File: config.mk
export PLATFORM = sky130hd
export DESIGN_NAME = acb_ccu_bus
export DESIGN_NICKNAME = d
export VERILOG_FILES = /design/src/acb_pkg.sv /design/src/acb_sync.sv /design/src/acb_ccu_bus.sv
export SDC_FILE = /design/constraint.sdc
export NUM_CORES = 1
export LEC_CHECK = 0
export ABC_AREA = 1
export BUFFER_PORTS_ARGS = -buffer_cell sky130_fd_sc_hd__buf_2
export CORE_ASPECT_RATIO = 1.4
export CORE_UTILIZATION = 45
export CTS_CLUSTER_DIAMETER = 120
export CTS_CLUSTER_SIZE = 25
export DETAILED_ROUTE_END_ITERATION = 10
export GPL_TIMING_DRIVEN = 1
export PLACE_DENSITY_LB_ADDON = 0.15
export SYNTH_ARGS = -nofsm -noshare
export SYNTH_HDL_FRONTEND = slang
export SYNTH_SLANG_ARGS = --single-unit
File: constraint.sdc
create_clock -name clk -period 2.39 [get_ports clk]
set_input_delay 0.3585 -clock clk [delete_from_list [all_inputs] [get_ports clk]]
set_output_delay 0.3585 -clock clk [all_outputs]
set_load 0.1 [all_outputs]
File: src/acb_pkg.sv
// package: bus field layouts, tag groups, register map and parity helpers
package acb_pkg;

  typedef struct packed {
    logic [0:7] bits;
    logic par;
  } acb_byte_t;

  typedef struct packed {
    acb_byte_t b0;
    acb_byte_t b1;
  } acb_half_t;

  typedef struct packed {
    logic io;
    logic addr_tag;
    logic data_tag;
    logic grant_scanner;
    logic grant_channel;
    logic halt;
    logic out_dir;
  } acb_tags_t;

  typedef struct packed {
    logic withdrawn;
    logic req_scanner;
    logic req_channel;
    logic byte_valid;
    logic half_valid;
    logic chain_end;
    logic modifier;
    logic par_req;
    logic ipl;
  } acb_resp_t;

  typedef enum logic [9:0] {
    S_IDLE = 10'h001,
    S_OPEN = 10'h002,
    S_ADDR = 10'h004,
    S_GAP = 10'h008,
    S_DATA = 10'h010,
    S_HALT = 10'h020,
    S_CLOSE = 10'h040,
    S_DONE = 10'h080,
    S_POLL = 10'h100,
    S_REST = 10'h200
  } acb_state_t;

  localparam logic [7:0] OFF_CTRL = 8'h00;
  localparam logic [7:0] OFF_PIO_CMD = 8'h04;
  localparam logic [7:0] OFF_PIO_WDATA = 8'h08;
  localparam logic [7:0] OFF_PIO_RDATA = 8'h0C;
  localparam logic [7:0] OFF_STATUS = 8'h10;
  localparam logic [7:0] OFF_INT_REQ = 8'h14;
  localparam logic [7:0] OFF_CSCW = 8'h18;
  localparam logic [7:0] OFF_STEAL_DATA = 8'h1C;

  localparam int CTRL_START = 0;
  localparam int CTRL_WRITE = 1;
  localparam int CTRL_STEAL_EN = 2;
  localparam int CTRL_POLL_EN = 3;
  localparam logic [3:0] CTRL_RST = 4'h0;

  localparam int ST_BUSY = 0;
  localparam int ST_DONE = 1;
  localparam int ST_HALTED = 2;
  localparam int ST_PAR_FIX = 3;
  localparam int ST_IPL = 4;
  localparam logic [4:0] STATUS_RST = 5'h00;

  // interrupt request positions on the idle data bus
  localparam int INT_B0_LA_L2 = 1;
  localparam int INT_B0_CA_L1 = 5;
  localparam int INT_B1_CA_L3 = 0;
  localparam int INT_B1_LA_L1 = 5;

  localparam logic [15:0] HALF_RST = 16'h0000;
  localparam logic [7:0] CNT_RST = 8'h00;

  function automatic logic odd_par(input logic [0:7] b);
    return ~^b;
  endfunction : odd_par

  function automatic logic byte_bad(input acb_byte_t b);
    return ~^{b.bits, b.par};
  endfunction : byte_bad

  function automatic acb_half_t mk_half(input logic [15:0] d);
    acb_half_t h;
    h.b0.bits = d[15:8];
    h.b0.par = odd_par(d[15:8]);
    h.b1.bits = d[7:0];
    h.b1.par = odd_par(d[7:0]);
    return h;
  endfunction : mk_half

endpackage : acb_pkg

File: src/acb_sync.sv
// two-flop synchroniser for bus lines arriving from the adapters
`timescale 1ns/10ps
`default_nettype none
module acb_sync #(
  parameter int W = 1
) (
  input wire logic clk,
  input wire logic rst_b,
  input wire logic [W-1:0] d,
  output logic [W-1:0] q
);

  logic [W-1:0] meta_ff;
  logic [W-1:0] sync_ff;

  // first stage feeds only the second stage
  always_ff @(posedge clk or negedge rst_b) begin
    if (!rst_b) begin
      meta_ff <= '0;
      sync_ff <= '0;
    end else begin
      meta_ff <= d;
      sync_ff <= meta_ff;
    end
  end

  assign q = sync_ff;

endmodule : acb_sync
`default_nettype wire

File: src/acb_ccu_bus.sv
// controller end of the adapter i/o bus: tag sequencing, parity, interrupt polling
//
// The plain strobed port and the register offsets are this design's own decisions.
`timescale 1ns/10ps
`default_nettype none
// Overview of operation
// - operation tag rises before any other tag except the idle poll data tag, and falls after all others but error halt
// - error halt rises after address tag or grant falls, drops with operation tag
// - direction tag high for outbound transfers, low for inbound ones
// - during an operation the adapter acknowledges each control tag with halfword-valid, chain end or byte-valid plus modifier; controller then drops it
// - halfword-valid held while idle; controller waits for its release
// - bad inbound parity with parity check request raises error halt
// - bad parity without check request is corrected, stored and flagged
// - host initial-load detect raises level 1 interrupt toward maintenance
// - eighteen-line data bus, two odd-parity bytes, used during operations and for idle interrupt polling
// - idle interrupt bits sampled only after the data tag is raised
// - address tag marks adapter address on byte zero, command on byte one
// - data tag marks write data, read readiness, or idle request change window
// - interrupts sampled only after the shared request-withdrawn line is released
// - grant held until the adapter acknowledges, then dropped
module acb_ccu_bus (
  input wire logic clk,
  input wire logic rst_b,
  input wire logic [7:0] reg_addr,
  input wire logic [31:0] reg_wdata,
  input wire logic reg_wr,
  input wire logic reg_rd,
  output logic [31:0] reg_rdata,
  output acb_pkg::acb_tags_t bus_tags,
  output acb_pkg::acb_half_t db_out,
  output logic db_oe,
  input wire acb_pkg::acb_half_t db_in,
  input wire acb_pkg::acb_resp_t resp_in,
  output logic maint_level1_irq
);

  acb_pkg::acb_half_t db_s;
  acb_pkg::acb_resp_t rs_s;
  logic [17:0] db_raw;
  logic [8:0] rs_raw;

  acb_pkg::acb_state_t state_ff;
  acb_pkg::acb_tags_t tags_ff;
  acb_pkg::acb_half_t db_out_ff;
  logic db_oe_ff;
  logic steal_ff;
  logic last_ff;
  logic [3:0] ctrl_ff;
  logic [15:0] cmd_ff;
  logic [15:0] wdata_ff;
  logic [15:0] rdata_ff;
  logic [4:0] status_ff;
  logic [4:0] nxt_status;
  logic [3:0] int_req_ff;
  logic [15:0] cscw_ff;
  logic [15:0] steal_data_ff;
  logic [7:0] steal_cnt_ff;
  logic ipl_d_ff;
  logic [31:0] reg_rdata_ff;

  logic ack;
  logic quiet;
  logic cap;
  logic bad;
  logic perr;
  logic pfix;
  logic accept_pio;
  logic accept_scn;
  logic accept_chn;
  logic poll_sample;
  logic [15:0] cap_data;

  // adapter lines come from another board, so they are synchronised first
  acb_sync #(.W(18)) u_sync_db (
    .clk(clk),
    .rst_b(rst_b),
    .d(db_in),
    .q(db_raw)
  );

  acb_sync #(.W(9)) u_sync_resp (
    .clk(clk),
    .rst_b(rst_b),
    .d(resp_in),
    .q(rs_raw)
  );

  assign db_s = db_raw;
  assign rs_s = rs_raw;

  assign ack = rs_s.half_valid | rs_s.chain_end | (rs_s.byte_valid & rs_s.modifier);
  assign quiet = !rs_s.half_valid && !rs_s.chain_end && !rs_s.byte_valid;
  assign cap = ack && ((state_ff == acb_pkg::S_ADDR && steal_ff) ||
                       (state_ff == acb_pkg::S_DATA && (steal_ff || !ctrl_ff[acb_pkg::CTRL_WRITE])));
  // a lone byte only has byte one meaningful, so byte zero parity is ignored
  assign bad = rs_s.byte_valid ? acb_pkg::byte_bad(db_s.b1) :
               (acb_pkg::byte_bad(db_s.b0) | acb_pkg::byte_bad(db_s.b1));
  assign perr = cap && bad && rs_s.par_req;
  assign pfix = cap && bad && !rs_s.par_req;
  assign cap_data = rs_s.byte_valid ? {8'h00, db_s.b1.bits} : {db_s.b0.bits, db_s.b1.bits};

  assign accept_pio = state_ff == acb_pkg::S_IDLE && ctrl_ff[acb_pkg::CTRL_START];
  assign accept_scn = state_ff == acb_pkg::S_IDLE && !accept_pio &&
                      ctrl_ff[acb_pkg::CTRL_STEAL_EN] && rs_s.req_scanner;
  assign accept_chn = state_ff == acb_pkg::S_IDLE && !accept_pio && !accept_scn &&
                      ctrl_ff[acb_pkg::CTRL_STEAL_EN] && rs_s.req_channel;
  assign poll_sample = state_ff == acb_pkg::S_POLL && !rs_s.withdrawn;

  // bus sequencing: tags, direction, data drive
  always_ff @(posedge clk or negedge rst_b) begin
    if (!rst_b) begin
      state_ff <= acb_pkg::S_IDLE;
      tags_ff <= '0;
      db_out_ff <= '0;
      db_oe_ff <= 1'b0;
      steal_ff <= 1'b0;
      last_ff <= 1'b0;
    end else begin
      unique case (state_ff)
        acb_pkg::S_IDLE: begin
          if (accept_pio || accept_scn || accept_chn) begin
            tags_ff.io <= 1'b1;
            steal_ff <= !accept_pio;
            state_ff <= acb_pkg::S_OPEN;
          end else if (ctrl_ff[acb_pkg::CTRL_POLL_EN]) begin
            tags_ff.data_tag <= 1'b1;
            state_ff <= acb_pkg::S_POLL;
          end
        end
        acb_pkg::S_OPEN: begin
          // adapters hold halfword-valid until they see the operation tag
          if (quiet) begin
            if (steal_ff) begin
              tags_ff.grant_scanner <= rs_s.req_scanner;
              tags_ff.grant_channel <= !rs_s.req_scanner;
              tags_ff.out_dir <= 1'b0;
            end else begin
              tags_ff.addr_tag <= 1'b1;
              tags_ff.out_dir <= 1'b1;
              db_out_ff <= acb_pkg::mk_half(cmd_ff);
              db_oe_ff <= 1'b1;
            end
            state_ff <= acb_pkg::S_ADDR;
          end
        end
        acb_pkg::S_ADDR: begin
          if (ack) begin
            tags_ff.addr_tag <= 1'b0;
            tags_ff.grant_scanner <= 1'b0;
            tags_ff.grant_channel <= 1'b0;
            db_oe_ff <= 1'b0;
            last_ff <= 1'b0;
            state_ff <= perr ? acb_pkg::S_HALT : acb_pkg::S_GAP;
          end
        end
        acb_pkg::S_GAP: begin
          if (quiet) begin
            if (last_ff) begin
              state_ff <= acb_pkg::S_CLOSE;
            end else begin
              tags_ff.data_tag <= 1'b1;
              tags_ff.out_dir <= !steal_ff && ctrl_ff[acb_pkg::CTRL_WRITE];
              db_out_ff <= acb_pkg::mk_half(wdata_ff);
              db_oe_ff <= !steal_ff && ctrl_ff[acb_pkg::CTRL_WRITE];
              state_ff <= acb_pkg::S_DATA;
            end
          end
        end
        acb_pkg::S_DATA: begin
          if (ack) begin
            tags_ff.data_tag <= 1'b0;
            db_oe_ff <= 1'b0;
            last_ff <= !steal_ff || rs_s.chain_end || (rs_s.byte_valid && rs_s.modifier);
            state_ff <= perr ? acb_pkg::S_HALT : acb_pkg::S_GAP;
          end
        end
        acb_pkg::S_HALT: begin
          tags_ff.halt <= 1'b1;
          state_ff <= acb_pkg::S_CLOSE;
        end
        acb_pkg::S_CLOSE: begin
          tags_ff.out_dir <= 1'b0;
          state_ff <= acb_pkg::S_DONE;
        end
        acb_pkg::S_DONE: begin
          tags_ff.io <= 1'b0;
          tags_ff.halt <= 1'b0;
          state_ff <= acb_pkg::S_IDLE;
        end
        acb_pkg::S_POLL: begin
          if (poll_sample) begin
            tags_ff.data_tag <= 1'b0;
            state_ff <= acb_pkg::S_REST;
          end
        end
        acb_pkg::S_REST: begin
          // one idle cycle so adapters see the data tag fall before the next window
          state_ff <= acb_pkg::S_IDLE;
        end
      endcase
    end
  end

  // software-written control and command registers
  always_ff @(posedge clk or negedge rst_b) begin
    if (!rst_b) begin
      ctrl_ff <= acb_pkg::CTRL_RST;
      cmd_ff <= acb_pkg::HALF_RST;
      wdata_ff <= acb_pkg::HALF_RST;
    end else begin
      if (reg_wr && reg_addr == acb_pkg::OFF_CTRL) begin
        ctrl_ff <= reg_wdata[3:0];
      end else if (accept_pio) begin
        ctrl_ff[acb_pkg::CTRL_START] <= 1'b0;
      end
      if (reg_wr && reg_addr == acb_pkg::OFF_PIO_CMD) begin
        cmd_ff <= reg_wdata[15:0];
      end
      if (reg_wr && reg_addr == acb_pkg::OFF_PIO_WDATA) begin
        wdata_ff <= reg_wdata[15:0];
      end
    end
  end

  // inbound data capture; corrected parity is implicit since only data bits are kept
  always_ff @(posedge clk or negedge rst_b) begin
    if (!rst_b) begin
      rdata_ff <= acb_pkg::HALF_RST;
      cscw_ff <= acb_pkg::HALF_RST;
      steal_data_ff <= acb_pkg::HALF_RST;
      steal_cnt_ff <= acb_pkg::CNT_RST;
    end else begin
      if (accept_scn || accept_chn) begin
        steal_cnt_ff <= acb_pkg::CNT_RST;
      end
      if (cap && !perr) begin
        if (state_ff == acb_pkg::S_ADDR) begin
          cscw_ff <= cap_data;
        end else if (steal_ff) begin
          steal_data_ff <= cap_data;
          steal_cnt_ff <= steal_cnt_ff + (rs_s.byte_valid ? 8'h01 : 8'h02);
        end else begin
          rdata_ff <= cap_data;
        end
      end
    end
  end

  // idle interrupt bits are only trusted once every adapter released withdrawn
  always_ff @(posedge clk or negedge rst_b) begin
    if (!rst_b) begin
      int_req_ff <= 4'h0;
    end else if (poll_sample) begin
      int_req_ff <= {db_s.b0.bits[acb_pkg::INT_B0_LA_L2], db_s.b0.bits[acb_pkg::INT_B0_CA_L1],
                     db_s.b1.bits[acb_pkg::INT_B1_CA_L3], db_s.b1.bits[acb_pkg::INT_B1_LA_L1]};
    end
  end

  // sticky status bits other than busy, write one to clear; a set in the same cycle wins
  always_comb begin
    nxt_status = status_ff;
    if (reg_wr && reg_addr == acb_pkg::OFF_STATUS) begin
      nxt_status = status_ff & ~reg_wdata[4:0];
    end
    nxt_status[acb_pkg::ST_BUSY] = state_ff != acb_pkg::S_IDLE && state_ff != acb_pkg::S_POLL &&
                                   state_ff != acb_pkg::S_REST;
    if (state_ff == acb_pkg::S_DONE) begin
      nxt_status[acb_pkg::ST_DONE] = 1'b1;
    end
    if (state_ff == acb_pkg::S_HALT) begin
      nxt_status[acb_pkg::ST_HALTED] = 1'b1;
    end
    if (pfix) begin
      nxt_status[acb_pkg::ST_PAR_FIX] = 1'b1;
    end
    if (rs_s.ipl && !ipl_d_ff) begin
      nxt_status[acb_pkg::ST_IPL] = 1'b1;
    end
  end

  always_ff @(posedge clk or negedge rst_b) begin
    if (!rst_b) begin
      status_ff <= acb_pkg::STATUS_RST;
      ipl_d_ff <= 1'b0;
    end else begin
      status_ff <= nxt_status;
      ipl_d_ff <= rs_s.ipl;
    end
  end

  // read data valid only in the cycle after the strobe
  always_ff @(posedge clk or negedge rst_b) begin
    if (!rst_b) begin
      reg_rdata_ff <= 32'h0000_0000;
    end else if (!reg_rd) begin
      reg_rdata_ff <= 32'h0000_0000;
    end else begin
      unique case (reg_addr)
        acb_pkg::OFF_CTRL: reg_rdata_ff <= {28'h000_0000, ctrl_ff};
        acb_pkg::OFF_PIO_CMD: reg_rdata_ff <= {16'h0000, cmd_ff};
        acb_pkg::OFF_PIO_WDATA: reg_rdata_ff <= {16'h0000, wdata_ff};
        acb_pkg::OFF_PIO_RDATA: reg_rdata_ff <= {16'h0000, rdata_ff};
        acb_pkg::OFF_STATUS: reg_rdata_ff <= {27'h000_0000, status_ff};
        acb_pkg::OFF_INT_REQ: reg_rdata_ff <= {28'h000_0000, int_req_ff};
        acb_pkg::OFF_CSCW: reg_rdata_ff <= {16'h0000, cscw_ff};
        acb_pkg::OFF_STEAL_DATA: reg_rdata_ff <= {8'h00, steal_cnt_ff, steal_data_ff};
        default: reg_rdata_ff <= 32'h0000_0000;
      endcase
    end
  end

  assign reg_rdata = reg_rdata_ff;
  assign bus_tags = tags_ff;
  assign db_out = db_out_ff;
  assign db_oe = db_oe_ff;
  assign maint_level1_irq = status_ff[acb_pkg::ST_IPL];
endmodule : acb_ccu_bus
`default_nettype wire

==> results of run 1 <==
-- sequential cells by signal (all words and copies together) (netlist names), 9 cells and up --
name / flops
reg_rdata: 24
steal_data_ff: 16
cscw_ff: 16
state_ff: 10
rdata_ff: 16
u_sync_db.q: 18
u_sync_resp.meta_ff: 9
u_sync_db.meta_ff: 18
cmd_ff: 16
db_out: 18
wdata_ff: 16
u_sync_resp.q: 9
-- routing by layer --
metal  share of wire (%)  GRT usage (%)  routed length [µm]
met4                 2.1           6.05                 489
met2                  50           39.1               11700
met1                  44           27.6               10400
met5                   0              0                   0
met3                 3.2           2.36                 747
-- layout make-up --
cell class | count | area (µm²) | share of cell area, %
Antenna cell | 2 | 5.00 | 0.0441
Multi-Input combinational cell | 756 | 3690 | 32.6
Clock inverter | 1 | 8.76 | 0.0772
Sequential cell | 218 | 5460 | 48.1
Timing Repair Buffer | 165 | 1110 | 9.75
Clock buffer | 16 | 337 | 2.97
Inverter | 109 | 409 | 3.61
Tap cell | 260 | 325 | 2.87
-- cells in the mapped netlist, types with 13 or more instances --
library cell  count
clkbuf_1         22
xnor2_1          21
nor2_1           52
inv_1            95
o21ai_1          39
a21oi_1          23
nand2_1         321
nand4_1          13
o21ai_0          85
a31oi_1          13
nand3_1         113
dfrtp_1         217
-- critical path: cells and delay by family (launching register included) --
kind	cells	cell delay [ps]
compound gates	3	330
buf+inv	2	220
flops	1	400
simple gates	7	1060
-- logic make-up after synthesis --
kind of cell | after synthesis
compound gates | 175
flops | 218
other cells | 1
simple gates | 530
fa+ha+maj | 3
xor+xnor | 33
mux | 7
buf+inv | 156
-- worst max path at each step --
stage,start,to,slack [ps],cells past startpoint
6_report,state_ff[7],steal_cnt_ff[2],250,12
5_1_grt,state_ff[7],cscw_ff[2],20,12
3_3_place_gp,reg_addr[1],reg_rdata[7],290,9
2_1_floorplan,u_sync_resp.q[5],steal_cnt_ff[6],370,12
3_5_place_dp,reg_addr[1],reg_rdata[7],250,9
4_1_cts,state_ff[7],cscw_ff[10],260,12
-- power groups by stage --
stage / Clock, mW / Combinational, mW / Sequential (mW)
floorplan: 0 / 0.717 / 4.39
CTS: 2.25 / 1.47 / 4.03
global placement: 0 / 1.42 / 4.10
finish: 2.17 / 1.47 / 4.03
detailed placement: 0 / 1.43 / 4.10
global route: 2.35 / 1.62 / 4.05
-- timing repair --
item                      4_1_cts  5_1_grt
hold buffers                   28        0
hold endpoints to repair       75        0
gates resized for setup         0        0
==> results.py, run 1 <==
metrics = {
    "logic_synthesis": {
        "synth_top_family_by_area": "simple AND/OR/NAND/NOR gates",
        "synthMuxAreaShare_pct": 0.716,
        "ys_ff_latch": 218,
        "syn_avg_cell_area_um2": 8.72,
        "yosys_warnings": 0,
        "ys_seq_area_share_pct": 55.7,
        "netlist-cell-type-count": 45,
        "synth_top_area_cell": "dfrtp_1",
        "synth-xor-area-share_pct": 2.95,
        "synth-async-reset-ratio_pct": 100,
        "synth_compound_area_share_pct": 9.65,
        "ys.flop_type": "dfrtp_1",
        "syn_area_um2": 9790,
        "netlist_instances": 1123,
        "yosys.area_share.adder_pct": 0.460,
        "synth_top_area_share_pct": 55.5,
        "yosys.area_share.simple_pct": 23.5,
        "netlist_top_cells_area": "dfrtp_1 (55%), nand2_1 (12%), nand3_1 (5.8%), o21ai_0 (4.3%), inv_1 (3.6%)",
        "synth_edf_count": 0,
    },
    "timing": {
        "rsz0062_at_grt": "no",
        "period_minus_slack_ps": 2140,
        "finalWorstSetupSlack_ps": 249,
        "final-setup-viol-count": 0,
        "fin_crit_sh_pct": 89.6,
        "drv_slew": 0,
        "tns_ps": 0,
        "hold_viol_final": 0,
        "fin_skew_ps": 22.1,
        "max_freq_ghz": 0.467,
        "slew_headroom_pct": 64.9,
        "worst-slew-pin-transition_ps": 523,
        "whs_ps": 138,
    },
    "route": {
        "drt_iter0_drc": 500,
        "vias": 7675,
        "via_per_inst": 5.03,
        "dr.pass1.iters": 5,
        "detail-route-antenna-nets": 0,
        "drc_errors": 0,
        "wl_per_cell_um": 15.3,
        "wl_um": 23300,
    },
    "placed_design": {
        "dp_hpwl_um": 16700,
        "portBuffers": 105,
        "place_ws_ps": 251,
        "dp.cells": 1480,
        "gp_congestion": 0.954,
        "dpl_cell_area_um2": 10700,
    },
    "critical_path": {
        "ff2ff_setup_slack_ps": 250,
        "crit_slowest_cell": "dfrtp_1",
        "slowest_delay_ps": 400,
        "worstPathRequired_ps": 2750,
        "reg2reg_to": "steal_cnt_ff[2]",
        "reg2reg_from": "state_ff[7]",
        "path_cells": "nor2_2, nand2_4, inv_2, nand3_1, inv_1, nand2_1, nand2_1, nor2_1, o21ai_0, o21ai_0, nand2_1, o21ai_1",
        "cp_data_arrival_time_ps": 2500,
        "ff2ff_path_depth": 12,
        "end_kind": "flip-flop",
        "cp-start-kind": "flip-flop",
        "cp_common_cell": "nand2_1",
        "path_class": "flip-flop to flip-flop",
        "crit_fanout": 9,
    },
    "final_layout": {
        "area_delta_synth_final_pct": 15.8,
        "nFillCells": 2020,
        "final_common_cell": "nand2_1",
        "drive_gt1_share_pct": 14.8,
        "nets": 1336,
        "fin_util_pct": 53.3,
        "mostFrequentLayoutCells": "nand2_1 (321), dfrtp_1 (217), nand3_1 (113)",
        "fin_area_um2": 11300,
        "final_cells": 1527,
    },
    "grt": {
        "grt_pass1_wl_um": 38200,
        "grt_pass1_vias": 7484,
        "antenna_found_initial": 2,
        "grt_max_degree": 65,
        "grt_use_total_pct": 21.7,
        "grt-ovfl-total": 0,
    },
    "hold_path": {
        "min_from": "reg_wdata[12]",
        "min_path_cells": 3,
        "hp-class": "input pin to flip-flop",
        "min_to": "cmd_ff[12]",
    },
    "clock_tree": {
        "htreeDepth": 1,
        "path_clk_slew_ps": 100,
        "clock_latency_ps": 480,
        "cts_tree": "built",
        "postCtsSetupRepairBufs": 0,
        "cts-root-buf": "clkbuf_16",
        "clock_path_buffers": 3,
        "cts_made_buffers": 12,
        "cts.sink_count": 218,
    },
    "power_and_ir_drop": {
        "vdd_ir_drop_max_uv": 797,
        "p_seq_share_pct": 52.6,
        "p_clk_share_pct": 28.3,
        "intPower_mw": 5.28,
        "p_sw_share_pct": 31.1,
        "leakagePower_nw": 5.73,
        "pwr_density_cell_nw_per_um2": 675,
        "comb_power_share_pct": 19.1,
        "power.switching_mw": 2.38,
        "finalPower_mw": 7.66,
    },
    "floorplanning": {
        "die_area_um2": 22400,
        "pin_count": 130,
        "initial_core_util_pct": 46.0,
        "coreArea_um2": 21300,
        "die_x_um": 127,
        "rows": 63,
        "die_height_um": 177,
    },
    "status": {
        "status": "finished clean",
    },
    "run": {
        "maxCapViolations": 0,
    },
}
No activity file was read; power rests on OpenSTA's default activity.
==> run 2: changes to the inputs <==
==> constraint.sdc (replaced) <==
create_clock -name clk -period 2.39 [get_ports clk]
set_input_delay 0.239 -clock clk [delete_from_list [all_inputs] [get_ports clk]]
set_output_delay 0.239 -clock clk [all_outputs]
set_load 0.1 [all_outputs]
==> results.py, run 2 (synthesized netlist as in run 1, its figures left out) <==
metrics = {
    "placed_design": {
        "dpl_cell_area_um2": 10700,
        "dp_hpwl_um": 16800,
        "gp_congestion": 0.940,
        "dp.cells": 1478,
        "portBuffers": 105,
        "place_ws_ps": 216,
    },
    "critical_path": {
        "reg2reg_to": "cscw_ff[12]",
        "slowest_delay_ps": 440,
        "cp_top_family": "simple AND/OR/NAND/NOR gates",
        "cp_data_arrival_time_ps": 2640,
        "crit_end": "cscw_ff[12]",
        "cp_common_cell": "nand2_1",
        "crit_cells": 10,
        "worstPathRequired_ps": 2800,
        "ff2ff_path_depth": 10,
        "cp-start-kind": "flip-flop",
        "path_cells": "nor2_1, nand2_1, nor3_4, o21ai_1, nor2_2, nand3_1, nand3_2, buf_4, nand2_1, nand2_1",
        "path_class": "flip-flop to flip-flop",
        "crit_start": "state_ff[3]",
        "crit_fanout": 16,
        "crit_buf_inv": 1,
        "ff2ff_setup_slack_ps": 160,
        "crit_slowest_cell": "dfrtp_1",
        "reg2reg_from": "state_ff[3]",
        "end_kind": "flip-flop",
    },
    "clock_tree": {
        "htreeDepth": 1,
        "cts_made_buffers": 12,
        "cts-root-buf": "clkbuf_16",
        "path_clk_slew_ps": 100,
        "cts_resized": 0,
        "cts.sink_count": 218,
        "cts_tree": "built",
        "clock_latency_ps": 480,
        "clock_path_buffers": 3,
    },
    "status": {
        "status": "finished clean",
    },
    "route": {
        "wl_met1_um": 10400,
        "wl_um": 23700,
        "wl_per_cell_um": 15.5,
        "detail-route-antenna-nets": 0,
        "via_per_inst": 5.11,
        "route.met2.wl_um": 11800,
        "drt_iter0_drc": 550,
        "vias": 7791,
        "drc_errors": 0,
        "top_layer": "met4",
        "dr.pass1.iters": 6,
        "wl_met3_um": 838,
    },
    "final_layout": {
        "largest_reg_flops": 24,
        "mostFrequentLayoutCells": "nand2_1 (321), dfrtp_1 (217), nand3_1 (113)",
        "final_common_cell": "nand2_1",
        "nets": 1334,
        "final_cells": 1524,
        "drive_gt1_share_pct": 14.7,
        "fin_util_pct": 53.3,
        "fin_area_um2": 11300,
        "area_delta_synth_final_pct": 15.9,
    },
    "floorplanning": {
        "die_height_um": 177,
        "rows": 63,
        "die_x_um": 127,
        "die_area_um2": 22400,
        "pin_count": 130,
        "coreArea_um2": 21300,
        "initial_core_util_pct": 46.0,
    },
    "power_and_ir_drop": {
        "pwr_density_cell_nw_per_um2": 675,
        "vdd_ir_drop_max_uv": 574,
        "leakagePower_nw": 5.73,
    },
    "grt": {
        "grt_max_degree": 70,
        "grt_pass1_wl_um": 38700,
        "grt-ovfl-total": 0,
        "grt_pass1_vias": 7566,
        "antenna_found_initial": 2,
        "grt_use_total_pct": 21.9,
    },
    "hold_path": {
        "hp-class": "input pin to flip-flop",
    },
    "timing": {
        "slew_headroom_pct": 63.0,
        "fin_skew_ps": 19.5,
        "finalWorstSetupSlack_ps": 161,
        "hold_viol_final": 0,
        "max_freq_ghz": 0.449,
        "worst-slew-pin-transition_ps": 551,
        "drv_slew": 0,
        "period_minus_slack_ps": 2230,
        "fin_crit_sh_pct": 93.3,
        "final-setup-viol-count": 0,
    },
    "run": {
        "maxCapViolations": 0,
    },
}
run 2: cell types whose count changed in the layout (fill, tap and decap cells not counted), sizes merged:
cell | before | now
buf | 137 | 135
clkbuf | 16 | 15
run 2: per-stage QoR:
| step | setup TNS, ps | total power, mW | hold WS, ps |
|---|---|---|---|
| floorplan | 0 | 5.11 | -56.6 |
| global placement | 0 | 5.52 | 238 |
| detailed placement | 0 | 5.54 | 241 |
| CTS | 0 | 7.74 | 7.86 |
| global route | -310 | 8.02 | 17.8 |
| finish | 0 | 7.66 | 15.3 |
run 2: worst min path at each step:
stage	startpoint	end	slack, ps	cells after the start
after floorplan	rst_b	bus_tags[0]	-60	0
after global placement	rst_b	u_sync_resp.meta_ff[2]	240	1
after detailed placement	rst_b	u_sync_resp.meta_ff[2]	240	1
after CTS	reg_wdata[12]	cmd_ff[12]	8	3
after global routing	reg_wdata[11]	cmd_ff[11]	20	3
final	reg_wdata[15]	cmd_ff[15]	20	3
run 2: area by class of cell:
cell class / instances / area, µm²
clock buffers: 15 / 333
multi-input cells: 756 / 3690
clock inverters: 1 / 8.76
well taps: 260 / 325
flip-flops and latches: 218 / 5460
diodes: 2 / 5.00
fillers: 2045 / 9940
inverters: 109 / 409
repair buffers: 163 / 1120
run 2: metal layers:
metal	up-vias	global-route usage [%]
li1	3879	-
met1	3658	28.6
met2	211	38.3
met3	43	2.09
met4	0	7.49
met5	-	0
run 2: worst register-to-register path: stages, from the launching register on:
cell	delay (ps)
dfrtp_1	440
nor2_1	210
nand2_1	160
nor3_4	300
o21ai_1	180
nor2_2	200
nand3_1	170
nand3_2	110
buf_4	250
nand2_1	90
nand2_1	70
run 2: timing repair:
action                     4_1_cts  5_1_grt
hold endpoints to repair        91        0
buffers inserted                 0        0
setup endpoints to repair        0       16
hold buffers                    28        0
run 2: where the power goes:
part           leakage, nW  total [mW]  switching [mW]  internal, mW
registers             2.87        4.03           0.142          3.89
clock network        0.167        2.15            1.16         0.997
logic                 2.69        1.48            1.09         0.387
total                 5.73        7.66            2.39          5.27
